### config.mk
export PLATFORM = sky130hd
export DESIGN_NAME = sram_host
export DESIGN_NICKNAME = d
export VERILOG_FILES = /design/src/design/sram_host_pkg.sv /design/src/design/sram_host.sv
export SDC_FILE = /design/constraint.sdc
export NUM_CORES = 1
export LEC_CHECK = 0
export BUFFER_PORTS_ARGS = -buffer_cell sky130_fd_sc_hd__buf_2
export CORE_UTILIZATION = 51
export DETAILED_ROUTE_END_ITERATION = 8
export GPL_TIMING_DRIVEN = 0
export PLACE_DENSITY = 0.83
export RECOVER_POWER = 25
export SYNTH_ARGS = -nofsm -noshare
export SYNTH_HDL_FRONTEND = slang
export SYNTH_SLANG_ARGS = --single-unit
### constraint.sdc
create_clock -name clk_i -period 4.1 [get_ports clk_i]
set_clock_uncertainty 0.05 [all_clocks]
set_input_delay 0.205 -clock clk_i [delete_from_list [all_inputs] [get_ports clk_i]]
set_output_delay 0.205 -clock clk_i [all_outputs]
set_load 0.03 [all_outputs]
### src/design/sram_host_pkg.sv
// constants for the host-side controller of a 16-bit asynchronous static ram
// assumes a 100 mhz clock; times are in nanoseconds as printed
package sram_host_pkg;
  localparam int ADDR_W = 20;
  localparam int DATA_W = 16;
  localparam int LANE_W = 8;
  localparam int LANES = 2;
  localparam int CLK_NS = 10;
  // ****************************************
  // timing
  // ****************************************
  localparam int STROBE_TO_FLOAT_TIME = 5;
  localparam int WRITE_DATA_SETUP_TIME = 5;
  localparam int WRITE_PULSE_MIN_NS = 7;
  localparam int READ_ACCESS_NS = 10;
  // least times round up, never below one cycle
  localparam int PULSE_NS_MAX = (STROBE_TO_FLOAT_TIME + WRITE_DATA_SETUP_TIME >
    WRITE_PULSE_MIN_NS) ? STROBE_TO_FLOAT_TIME + WRITE_DATA_SETUP_TIME : WRITE_PULSE_MIN_NS;
  localparam int WRITE_CYC_I = (PULSE_NS_MAX + CLK_NS - 1) / CLK_NS;
  localparam int READ_CYC_I = (READ_ACCESS_NS + CLK_NS - 1) / CLK_NS;
  localparam logic [3:0] WRITE_CYC = 4'(WRITE_CYC_I < 1 ? 1 : WRITE_CYC_I);
  // three extra cycles cover output turn-on plus the two-flop input sampling
  localparam logic [3:0] READ_CYC = 4'((READ_CYC_I < 1 ? 1 : READ_CYC_I) + 3);
  localparam logic [3:0] CNT_ZERO = 4'h0;
  localparam logic [3:0] CNT_ONE = 4'h1;
  typedef enum logic [1:0] {ST_IDLE, ST_READ, ST_WRITE, ST_RECOVER} host_state_t;
endpackage : sram_host_pkg

### src/design/sram_host.sv
// host controller that drives an asynchronous 16-bit static ram by its pins
// assumes the ram pins are wired direct; data and error flag are sampled twice
// requests are single words; a read answers with one pulse, a write only frees ready again
// assumes the requester holds a request until it sees ready high at a rising edge
//
// Functional notes
// - controller times data setup and hold to the ending edge.
// - strobe write pulse at least turn-off time plus data setup time.
// - controller never drives data while ram drives the lines.
// - write strobe stays high for the whole read cycle.
// - address valid no later than select falling edge.
`timescale 1ns/100ps
module sram_host
  import sram_host_pkg::*;
(
  input wire logic clk_i,
  input wire logic rst_i,
  input wire logic req_valid_i,
  input wire logic req_write_i,
  input wire logic [ADDR_W-1:0] req_addr_i,
  input wire logic [DATA_W-1:0] req_wdata_i,
  input wire logic [LANES-1:0] req_lanes_i,
  output logic req_ready_o,
  output logic rsp_valid_o,
  output logic [DATA_W-1:0] rsp_rdata_o,
  output logic rsp_corrected_o,
  output logic [ADDR_W-1:0] addr_o,
  output logic chip_select_n_o,
  output logic output_drive_n_o,
  output logic write_strobe_n_o,
  output logic low_lane_select_n_o,
  output logic high_lane_select_n_o,
  input wire logic [DATA_W-1:0] data_i,
  output logic [DATA_W-1:0] data_o,
  output logic [DATA_W-1:0] data_oe_o,
  input wire logic err_i
);
  // ****************************************
  // state
  // ****************************************
  typedef struct packed {
    host_state_t st;
    logic [3:0] cnt;
    logic ready;
    logic rsp_valid;
    logic [DATA_W-1:0] rdata;
    logic corrected;
    logic [ADDR_W-1:0] addr;
    logic cs_n;
    logic oe_n;
    logic we_n;
    logic [LANES-1:0] lane_n;
    logic [DATA_W-1:0] dout;
    logic [DATA_W-1:0] doe;
    logic [DATA_W-1:0] din_s1;
    logic [DATA_W-1:0] din_s2;
    logic err_s1;
    logic err_s2;
  } host_regs_t;

  host_regs_t r;
  host_regs_t next_r;

  // every pin parks at its idle level, so the ram sits deselected through reset
  localparam host_regs_t RESET_REGS = '{
    st: ST_IDLE,
    cnt: CNT_ZERO,
    ready: 1'b0,
    rsp_valid: 1'b0,
    rdata: '0,
    corrected: 1'b0,
    addr: '0,
    cs_n: 1'b1,
    oe_n: 1'b1,
    we_n: 1'b1,
    lane_n: '1,
    dout: '0,
    doe: '0,
    din_s1: '0,
    din_s2: '0,
    err_s1: 1'b0,
    err_s2: 1'b0
  };

  // ****************************************
  // request decode and lane masks
  // ****************************************
  logic take;
  logic [DATA_W-1:0] req_mask;
  logic [DATA_W-1:0] sel_mask;

  // a request with no lane would strobe the ram without storing, so it is refused
  assign take = r.ready && req_valid_i && (req_lanes_i != '0);

  // one byte of mask per lane select
  for (genvar g = 0; g < LANES; g++)
  begin : g_lane
    assign req_mask[g*LANE_W +: LANE_W] = {LANE_W{req_lanes_i[g]}};
    assign sel_mask[g*LANE_W +: LANE_W] = {LANE_W{~r.lane_n[g]}};
  end

  // ****************************************
  // next state
  // ****************************************
  always_comb
  begin
    next_r = r;
    // ram lines change off our clock, so only the second flop is ever read
    next_r.din_s1 = data_i;
    next_r.din_s2 = r.din_s1;
    next_r.err_s1 = err_i;
    next_r.err_s2 = r.err_s1;
    next_r.rsp_valid = 1'b0;
    unique case (r.st)
      ST_IDLE:
      begin
        // stays ready while idle; a take drops it until the bus is parked again
        next_r.ready = 1'b1;
        if (take)
        begin
          next_r.ready = 1'b0;
          // address is set in the same edge select falls, never later
          next_r.addr = req_addr_i;
          next_r.cs_n = 1'b0;
          next_r.lane_n = ~req_lanes_i;
          if (req_write_i)
          begin
            // output drive held high so the ram never drives during a write
            next_r.oe_n = 1'b1;
            next_r.we_n = 1'b0;
            next_r.dout = req_wdata_i;
            next_r.doe = req_mask;
            next_r.cnt = WRITE_CYC;
            next_r.st = ST_WRITE;
          end
          else
          begin
            // output drive falls with select; the address is steady from the same edge
            next_r.oe_n = 1'b0;
            next_r.we_n = 1'b1;
            next_r.doe = '0;
            next_r.cnt = READ_CYC;
            next_r.st = ST_READ;
          end
        end
      end

      ST_READ:
      begin
        // select and output drive stay low for the whole count, strobe high
        next_r.cnt = r.cnt - CNT_ONE;
        if (r.cnt == CNT_ONE)
        begin
          // the sampled word left the ram two edges back, well past its access time
          next_r.rdata = r.din_s2 & sel_mask;
          next_r.corrected = r.err_s2;
          next_r.rsp_valid = 1'b1;
          next_r.oe_n = 1'b1;
          next_r.cs_n = 1'b1;
          next_r.lane_n = '1;
          next_r.st = ST_RECOVER;
        end
      end

      ST_WRITE:
      begin
        next_r.cnt = r.cnt - CNT_ONE;
        if (r.cnt == CNT_ONE)
        begin
          // strobe alone ends the write; data and select hold one more cycle
          next_r.we_n = 1'b1;
          next_r.st = ST_RECOVER;
        end
      end

      ST_RECOVER:
      begin
        // data hold past the ending edge, then release every line
        next_r.doe = '0;
        next_r.cs_n = 1'b1;
        next_r.lane_n = '1;
        next_r.ready = 1'b1;
        next_r.st = ST_IDLE;
      end
    endcase
  end

  always_ff @(posedge clk_i or posedge rst_i)
  begin
    if (rst_i)
    begin
      r <= RESET_REGS;
    end
    else
    begin
      r <= next_r;
    end
  end

  // ****************************************
  // outputs
  // ****************************************
  // pins come straight from registers, so no decode glitch ever reaches the ram
  assign req_ready_o = r.ready;
  assign rsp_valid_o = r.rsp_valid;
  assign rsp_rdata_o = r.rdata;
  assign rsp_corrected_o = r.corrected;
  assign addr_o = r.addr;
  assign chip_select_n_o = r.cs_n;
  assign output_drive_n_o = r.oe_n;
  assign write_strobe_n_o = r.we_n;
  assign low_lane_select_n_o = r.lane_n[0];
  assign high_lane_select_n_o = r.lane_n[1];
  assign data_o = r.dout;
  assign data_oe_o = r.doe;
endmodule : sram_host

==> results of run 1 <==
-- per-stage QoR --
stage / cells / setup slack, ns / cell area [um^2]
2_1_floorplan: 340 / 1.18 / 4330
3_3_place_gp: 579 / 0.155 / 5130
3_5_place_dp: 580 / 2.00 / 5160
4_1_cts: 614 / 1.99 / 5520
5_1_grt: 614 / 1.91 / 5520
6_report: 614 / 2.01 / 5520
-- final cells by class --
| type | count | area share |
|---|---|---|
| flip-flops and latches | 102 | 0.464 |
| multi-input cells | 148 | 0.212 |
| repair buffers | 153 | 0.159 |
| plain buffers | 79 | 0.101 |
| well taps | 105 | 0.0238 |
| clock buffers | 10 | 0.0231 |
| clock inverters | 6 | 0.00952 |
| inverters | 11 | 0.00771 |
-- placed cells by master, fill, tap and decap left out, types with 2 or more instances in the layout --
master	netlist	final
nand2_1	18	18
a2bb2oi_1	3	3
dlygate4sd3_1	0	18
buf_2	5	136
nand4b_1	2	2
dfstp_2	5	5
inv_1	11	10
o21ai_0	4	4
ha_1	6	6
nand4bb_1	2	2
o21ai_1	13	13
a21oi_1	4	4
dfrtp_1	97	97
inv_6	0	3
a22o_1	3	3
a221oi_1	4	4
clkbuf_1	5	9
buf_4	68	68
mux2i_1	2	2
clkbuf_8	0	9
nand2b_1	17	17
mux2_1	38	38
clkinv_4	0	3
nor2_1	7	7
-- sequential cells by signal, indices dropped and copies added (netlist names), 2 cells and up --
signal	count
next_r	17
data_o	16
r	23
rsp_rdata_o	16
data_oe_o	2
addr_o	20
-- metal layers --
metal | GRT usage | share of wire
met1 | 0.243 | 0.42
met3 | 0.0469 | 0.059
met5 | 0 | 0
met4 | 0.0526 | 0.0093
met2 | 0.337 | 0.51
-- power by group through the flow --
stage               logic [uW]  registers [uW]  clock network, uW
global route              2510            1610                639
CTS                       2340            1570                595
finish                    2330            1560                577
global placement          2260            1550                  0
detailed placement        2320            1580                  0
floorplan                 1770            1580                  0
-- worst min path at each step --
stage | cells past startpoint | start | slack, ns | endpoint
4_1_cts | 2 | req_wdata_i[11] | 0.003 | data_o[11]
3_3_place_gp | 1 | data_i[14] | 0.26 | next_r[16]
5_1_grt | 2 | req_addr_i[4] | 0.003 | addr_o[4]
3_5_place_dp | 2 | rst_i | 0.18 | addr_o[15]
6_report | 2 | req_wdata_i[11] | 0.01 | data_o[11]
2_1_floorplan | 0 | err_i | 0.19 | next_r[0]
-- logic make-up after synthesis --
| family | Yosys count | share of synthesized area |
|---|---|---|
| mux | 41 | 0.106 |
| compound gates | 45 | 0.0743 |
| simple gates | 56 | 0.0731 |
| buf+inv | 90 | 0.138 |
| flops | 102 | 0.591 |
| fa+ha+maj | 6 | 0.0173 |
-- repair_timing --
| item | CTS | global route |
|---|---|---|
| endpoints found under the setup margin | 0 | 0 |
| hold buffers | 18 | 0 |
| setup buffers | 0 | 0 |
| endpoints found under the hold margin | 45 | 0 |
==> results.py, run 1 <==
metrics = {
    "yosys": {
        "ys_seq_area_frac": 0.591,
        "synthFlopType": "dfrtp_1",
        "synth_common_cells": "dfrtp_1 (97), buf_4 (68), mux2_1 (38)",
        "yosysMostFrequentCell": "dfrtp_1",
        "synth_top_area_cell": "dfrtp_1",
        "ys_types": 46,
        "synth_area_mm2": 0.00433,
        "syn_avg_cell_area_um2": 12.7,
        "synth_top_area_frac": 0.561,
        "synthCells": 340,
        "synth_area_leaders": "dfrtp_1 (56%), buf_4 (12%), mux2_1 (9.9%)",
        "synth-edff-count": 0,
        "synth-seq-cells": 102,
        "synthArstFlopShare": 1.00,
        "synth_nets": 405,
        "yosysWarnings": 0,
    },
    "flow_run": {
        "maxCapViolations": 0,
    },
    "route": {
        "via_per_inst": 4.81,
        "finalWirelength_mm": 8.16,
        "dr_total_vias": 2954,
        "drt-initial-drc-count": 113,
        "drc_errors": 0,
        "route.antenna.remaining_nets": 0,
        "wire_per_inst_um": 13.3,
        "drtPass1Iterations": 5,
    },
    "placed_design": {
        "place_congestion": 0.817,
        "hpwl_mm": 5.96,
        "numPortBuffers": 134,
    },
    "timing": {
        "finalSetupTns_ns": 0,
        "final_max_slew_viol_count": 0,
        "hold_ws_ns": 0.0107,
        "timing.final.crit_share": 0.510,
        "maxSlewHeadroom": 0.124,
        "rsz0062_at_grt": "no",
        "setup_viol": 0,
        "worst_slew_pin_slew_ns": 1.31,
        "fin_crit_ns": 2.09,
        "report.final.hold_viol_count": 0,
        "clock.fmax_ghz": 0.479,
    },
    "floorplanning": {
        "ios": 135,
        "initial_utilization": 0.527,
        "rows": 33,
        "chipWidth_um": 94.1,
        "dieArea_mm2": 0.00886,
        "dieHeight_um": 94.1,
        "core_mm2": 0.00822,
    },
    "critical_path": {
        "reg2reg_slack_ns": 2.01,
        "crit_type": "reg -> reg",
        "slowest_delay_ns": 0.41,
        "r2r-start": "r[114]",
        "worstPathArrival_ns": 2.26,
        "cp-end-kind": "register",
        "path_depth": 7,
        "crit_top_cell": "buf_2",
        "cp.required_ns": 4.28,
        "crit_chain": "inv_1 -> ha_1 -> buf_2 -> o2111a_2 -> nand2_2 -> buf_2 -> mux2_1",
        "worst_path_max_delay_cell": "dfrtp_1",
        "cp-start-kind": "register",
        "cp_top_family": "buffers and inverters",
        "critPathLaunch": "r[114]",
        "rr_endpoint": "data_o[5]",
        "reg2reg_depth": 7,
        "cp-endpoint": "data_o[5]",
        "cp_max_fo": 10,
        "crit_buf_inv": 3,
    },
    "clock_network": {
        "clock_path_buffers": 2,
        "path_clk_slew_ns": 0.10,
        "cts_root_buf": "clkbuf_8",
        "htreeDepth": 3,
        "clkLatencyLatePin_ns": 0.35,
        "clock_sinks": 102,
        "numCtsBuffers": 9,
        "cts_tree": "done",
        "ctsResizeCount": 0,
    },
    "power_and_ir_drop": {
        "p_int_uw": 2580,
        "p_sw_uw": 1880,
        "seqPwrFrac": 0.349,
        "irDropWorstVdd_uv": 445,
        "leakagePower_uw": 0.00283,
        "combPwrFrac": 0.521,
        "power.total_uw": 4470,
        "power.density_mw_per_mm2": 809,
        "p_sw_frac": 0.421,
        "p_clk_frac": 0.129,
    },
    "layout": {
        "utilization": 0.672,
        "nets": 569,
        "drive_gt1_frac": 0.458,
        "syn_to_final_growth_pct": 27.4,
        "regArea_mm2": 0.00256,
        "multi_input_area_mm2": 0.00117,
        "fillers": 649,
        "diodes": 0,
    },
    "global_routing": {
        "antenna_found_initial": 0,
        "track_usage": 0.195,
        "first_global_vias": 2864,
        "grt_max_degree": 75,
        "grt_overflow": 0,
        "grt_pass1_wl_mm": 13.3,
    },
    "outcome": {
        "status": "finished, final reports clean",
    },
    "min_path": {
        "hp-class": "in -> reg",
    },
}
Power figures use the tool's default switching activity.
==> run 2, diff against run 1 <==
--- a/config.mk
+++ b/config.mk
@@ -5,11 +5,12 @@
 export SDC_FILE = /design/constraint.sdc
 export NUM_CORES = 1
 export LEC_CHECK = 0
+export ABC_AREA = 1
 export BUFFER_PORTS_ARGS = -buffer_cell sky130_fd_sc_hd__buf_2
 export CORE_UTILIZATION = 51
 export DETAILED_ROUTE_END_ITERATION = 8
 export GPL_TIMING_DRIVEN = 0
-export PLACE_DENSITY = 0.83
+export PLACE_DENSITY = 0.82
 export RECOVER_POWER = 25
 export SYNTH_ARGS = -nofsm -noshare
 export SYNTH_HDL_FRONTEND = slang
==> constraint.sdc (replaced) <==
create_clock -name clk_i -period 2.09 [get_ports clk_i]
set_clock_uncertainty 0.05 [all_clocks]
set_input_delay 0.1045 -clock clk_i [delete_from_list [all_inputs] [get_ports clk_i]]
set_output_delay 0.1045 -clock clk_i [all_outputs]
set_load 0.03 [all_outputs]
==> results.py, run 2 <==
metrics = {
    "clock_network": {
        "clock_path_buffers": 2,
        "clkLatencyLatePin_ns": 0.37,
        "numCtsBuffers": 9,
        "ctsResizeCount": 0,
        "postCtsHoldBufs": 54,
        "cts_setup_buffers": 0,
        "htreeDepth": 3,
        "clock_sinks": 102,
        "cts_root_buf": "clkbuf_8",
        "path_clk_slew_ns": 0.12,
        "cts_tree": "done",
    },
    "min_path": {
        "min_to": "data_oe_o[7]",
        "min_from": "req_lanes_i[0]",
        "whs_path_depth": 4,
        "hp-class": "in -> reg",
    },
    "placed_design": {
        "numPortBuffers": 134,
        "place_ws_ns": 0.417,
        "place_congestion": 0.800,
        "dp_cells": 703,
        "hpwl_mm": 6.43,
    },
    "yosys": {
        "synth_area_mm2": 0.00446,
        "synth_nets": 527,
        "synth-seq-cells": 102,
        "synth_top_area_cell": "dfrtp_1",
        "synth-edff-count": 0,
        "synthCells": 462,
        "yosysMostFrequentCell": "nand2_1",
        "synth_top_area_frac": 0.544,
        "synthArstFlopShare": 1.00,
        "ys_types": 29,
        "synth_common_cells": "nand2_1 (164), dfrtp_1 (97), buf_4 (71)",
        "yosysWarnings": 0,
        "synth_area_leaders": "dfrtp_1 (54%), nand2_1 (14%), buf_4 (12%)",
        "syn_avg_cell_area_um2": 9.65,
        "synthFlopType": "dfrtp_1",
        "ys_seq_area_frac": 0.574,
    },
    "power_and_ir_drop": {
        "leakagePower_uw": 0.00341,
        "combPwrFrac": 0.502,
        "p_sw_frac": 0.443,
        "power.density_mw_per_mm2": 1400,
        "p_sw_uw": 3760,
        "seqPwrFrac": 0.350,
        "p_clk_frac": 0.148,
        "p_int_uw": 4730,
        "irDropWorstVdd_uv": 829,
    },
    "global_routing": {
        "grt_max_degree": 37,
        "track_usage": 0.239,
        "grt_overflow": 0,
        "first_global_vias": 3566,
        "grt_pass1_wl_mm": 16.4,
        "antenna_found_initial": 0,
    },
    "layout": {
        "fin_cells": 773,
        "largest-register": "r",
        "fillers": 601,
        "syn_to_final_growth_pct": 35.6,
        "drive_gt1_frac": 0.392,
        "nets": 728,
        "largest_reg_flops": 23,
        "diodes": 0,
        "final_common_cell": "nand2_1",
        "layout_common_cells": "nand2_1 (164), buf_2 (135), dfrtp_1 (97)",
    },
    "critical_path": {
        "cp-end-kind": "register",
        "reg2reg_depth": 7,
        "cp_top_family": "buffers and inverters",
        "r2r-start": "r[114]",
        "cp_max_fo": 10,
        "reg2reg_slack_ns": 0.36,
        "worstPathArrival_ns": 1.94,
        "slowest_delay_ns": 0.44,
        "crit_top_cell": "nand2_1",
        "worst_path_max_delay_cell": "dfrtp_1",
        "cp.required_ns": 2.30,
        "rr_endpoint": "addr_o[10]",
        "cp-start-kind": "register",
        "crit_type": "reg -> reg",
        "crit_chain": "inv_1 -> ha_1 -> buf_4 -> nand3_2 -> buf_2 -> nand2_1 -> nand2_1",
        "crit_buf_inv": 3,
    },
    "flow_run": {
        "maxCapViolations": 0,
    },
    "floorplanning": {
        "chipWidth_um": 95.5,
        "dieArea_mm2": 0.00912,
        "ios": 135,
        "dieHeight_um": 95.5,
        "core_mm2": 0.00834,
        "rows": 33,
        "initial_utilization": 0.535,
    },
    "timing": {
        "clock.fmax_ghz": 0.578,
        "report.final.hold_viol_count": 0,
        "final_max_slew_viol_count": 0,
        "rsz0062_at_grt": "no",
        "postLayoutSetupSlackWorst_ns": 0.361,
        "fin_crit_ns": 1.73,
        "maxSlewHeadroom": 0.0347,
        "finalSetupTns_ns": 0,
        "worst_slew_pin_slew_ns": 1.44,
        "timing.final.crit_share": 0.827,
        "setup_viol": 0,
    },
    "route": {
        "route.antenna.remaining_nets": 0,
        "drtPass1Iterations": 5,
        "finalWirelength_mm": 10.2,
        "dr_total_vias": 3604,
        "drc_errors": 0,
        "via_per_inst": 4.66,
        "wire_per_inst_um": 13.2,
        "drt-initial-drc-count": 159,
    },
    "outcome": {
        "status": "finished, final reports clean",
    },
}
==> run 2: worst register-to-register path, cell delays in order (launching register included) <==
cell     delay (ns)
dfrtp_1        0.44
inv_1          0.10
ha_1           0.22
buf_4          0.21
nand3_2        0.19
buf_2          0.25
nand2_1        0.08
nand2_1        0.08
==> run 2: final cells by class <==
| class | instances | area (um^2) | area share |
|---|---|---|---|
| Sequential cell | 102 | 2560 | 0.423 |
| Buffer | 79 | 601 | 0.0993 |
| Clock buffer | 9 | 124 | 0.0205 |
| Clock inverter | 7 | 83.8 | 0.0139 |
| Multi-Input combinational cell | 259 | 1220 | 0.201 |
| Timing Repair Buffer | 190 | 1250 | 0.206 |
| Tap cell | 105 | 131 | 0.0217 |
| Inverter | 22 | 86.3 | 0.0143 |
==> run 2: stage by stage <==
| step | instance area [um^2] | total power [uW] | utilization | hold WS (ns) |
|---|---|---|---|---|
| global placement | 5270 | 7000 | 0.631 | 0.162 |
| finish | 6050 | 8490 | 0.725 | 0.0318 |
| floorplan | 4460 | 6150 | - | 0.0859 |
| CTS | 6050 | 8470 | 0.726 | 0.0163 |
| detailed placement | 5310 | 7130 | 0.636 | 0.164 |
| global route | 6050 | 9050 | 0.725 | 0.0558 |
==> run 2: worst max path at each step <==
stage | cells past startpoint | startpoint | endpoint | slack [ns]
global placement | 2 | rst_i | rsp_valid_o | 0.14
floorplan | 9 | r[114] | r[112] | 0.65
finish | 7 | r[114] | addr_o[10] | 0.36
global route | 5 | rst_i | addr_o[6] | 0.16
detailed placement | 7 | r[114] | addr_o[18] | 0.42
CTS | 9 | r[114] | r[112] | 0.39
==> run 2: routing by layer <==
metal	up-vias	global-route usage	wire length, um
li1	1772	-	-
met1	1678	0.286	4240
met2	132	0.417	5120
met3	22	0.0510	579
met4	0	0.0983	235
met5	-	0	0
==> run 2: logic make-up after synthesis <==
| logic type | Yosys count | synth area share |
|---|---|---|
| flip-flops | 102 | 0.574 |
| adder cells (fa/ha/maj) | 6 | 0.0168 |
| buffers and inverters | 101 | 0.154 |
| AND/OR/NAND/NOR | 229 | 0.227 |
| AO/OA/AOI/OAI | 24 | 0.0289 |
==> run 2: power groups by stage <==
stage	combinational, uW	sequential (uW)	clock, uW
after CTS	4240	2960	1270
after global routing	4630	3050	1370
after global placement	4050	2950	0
after detailed placement	4140	2980	0
final	4270	2970	1250
after floorplan	3170	2980	0
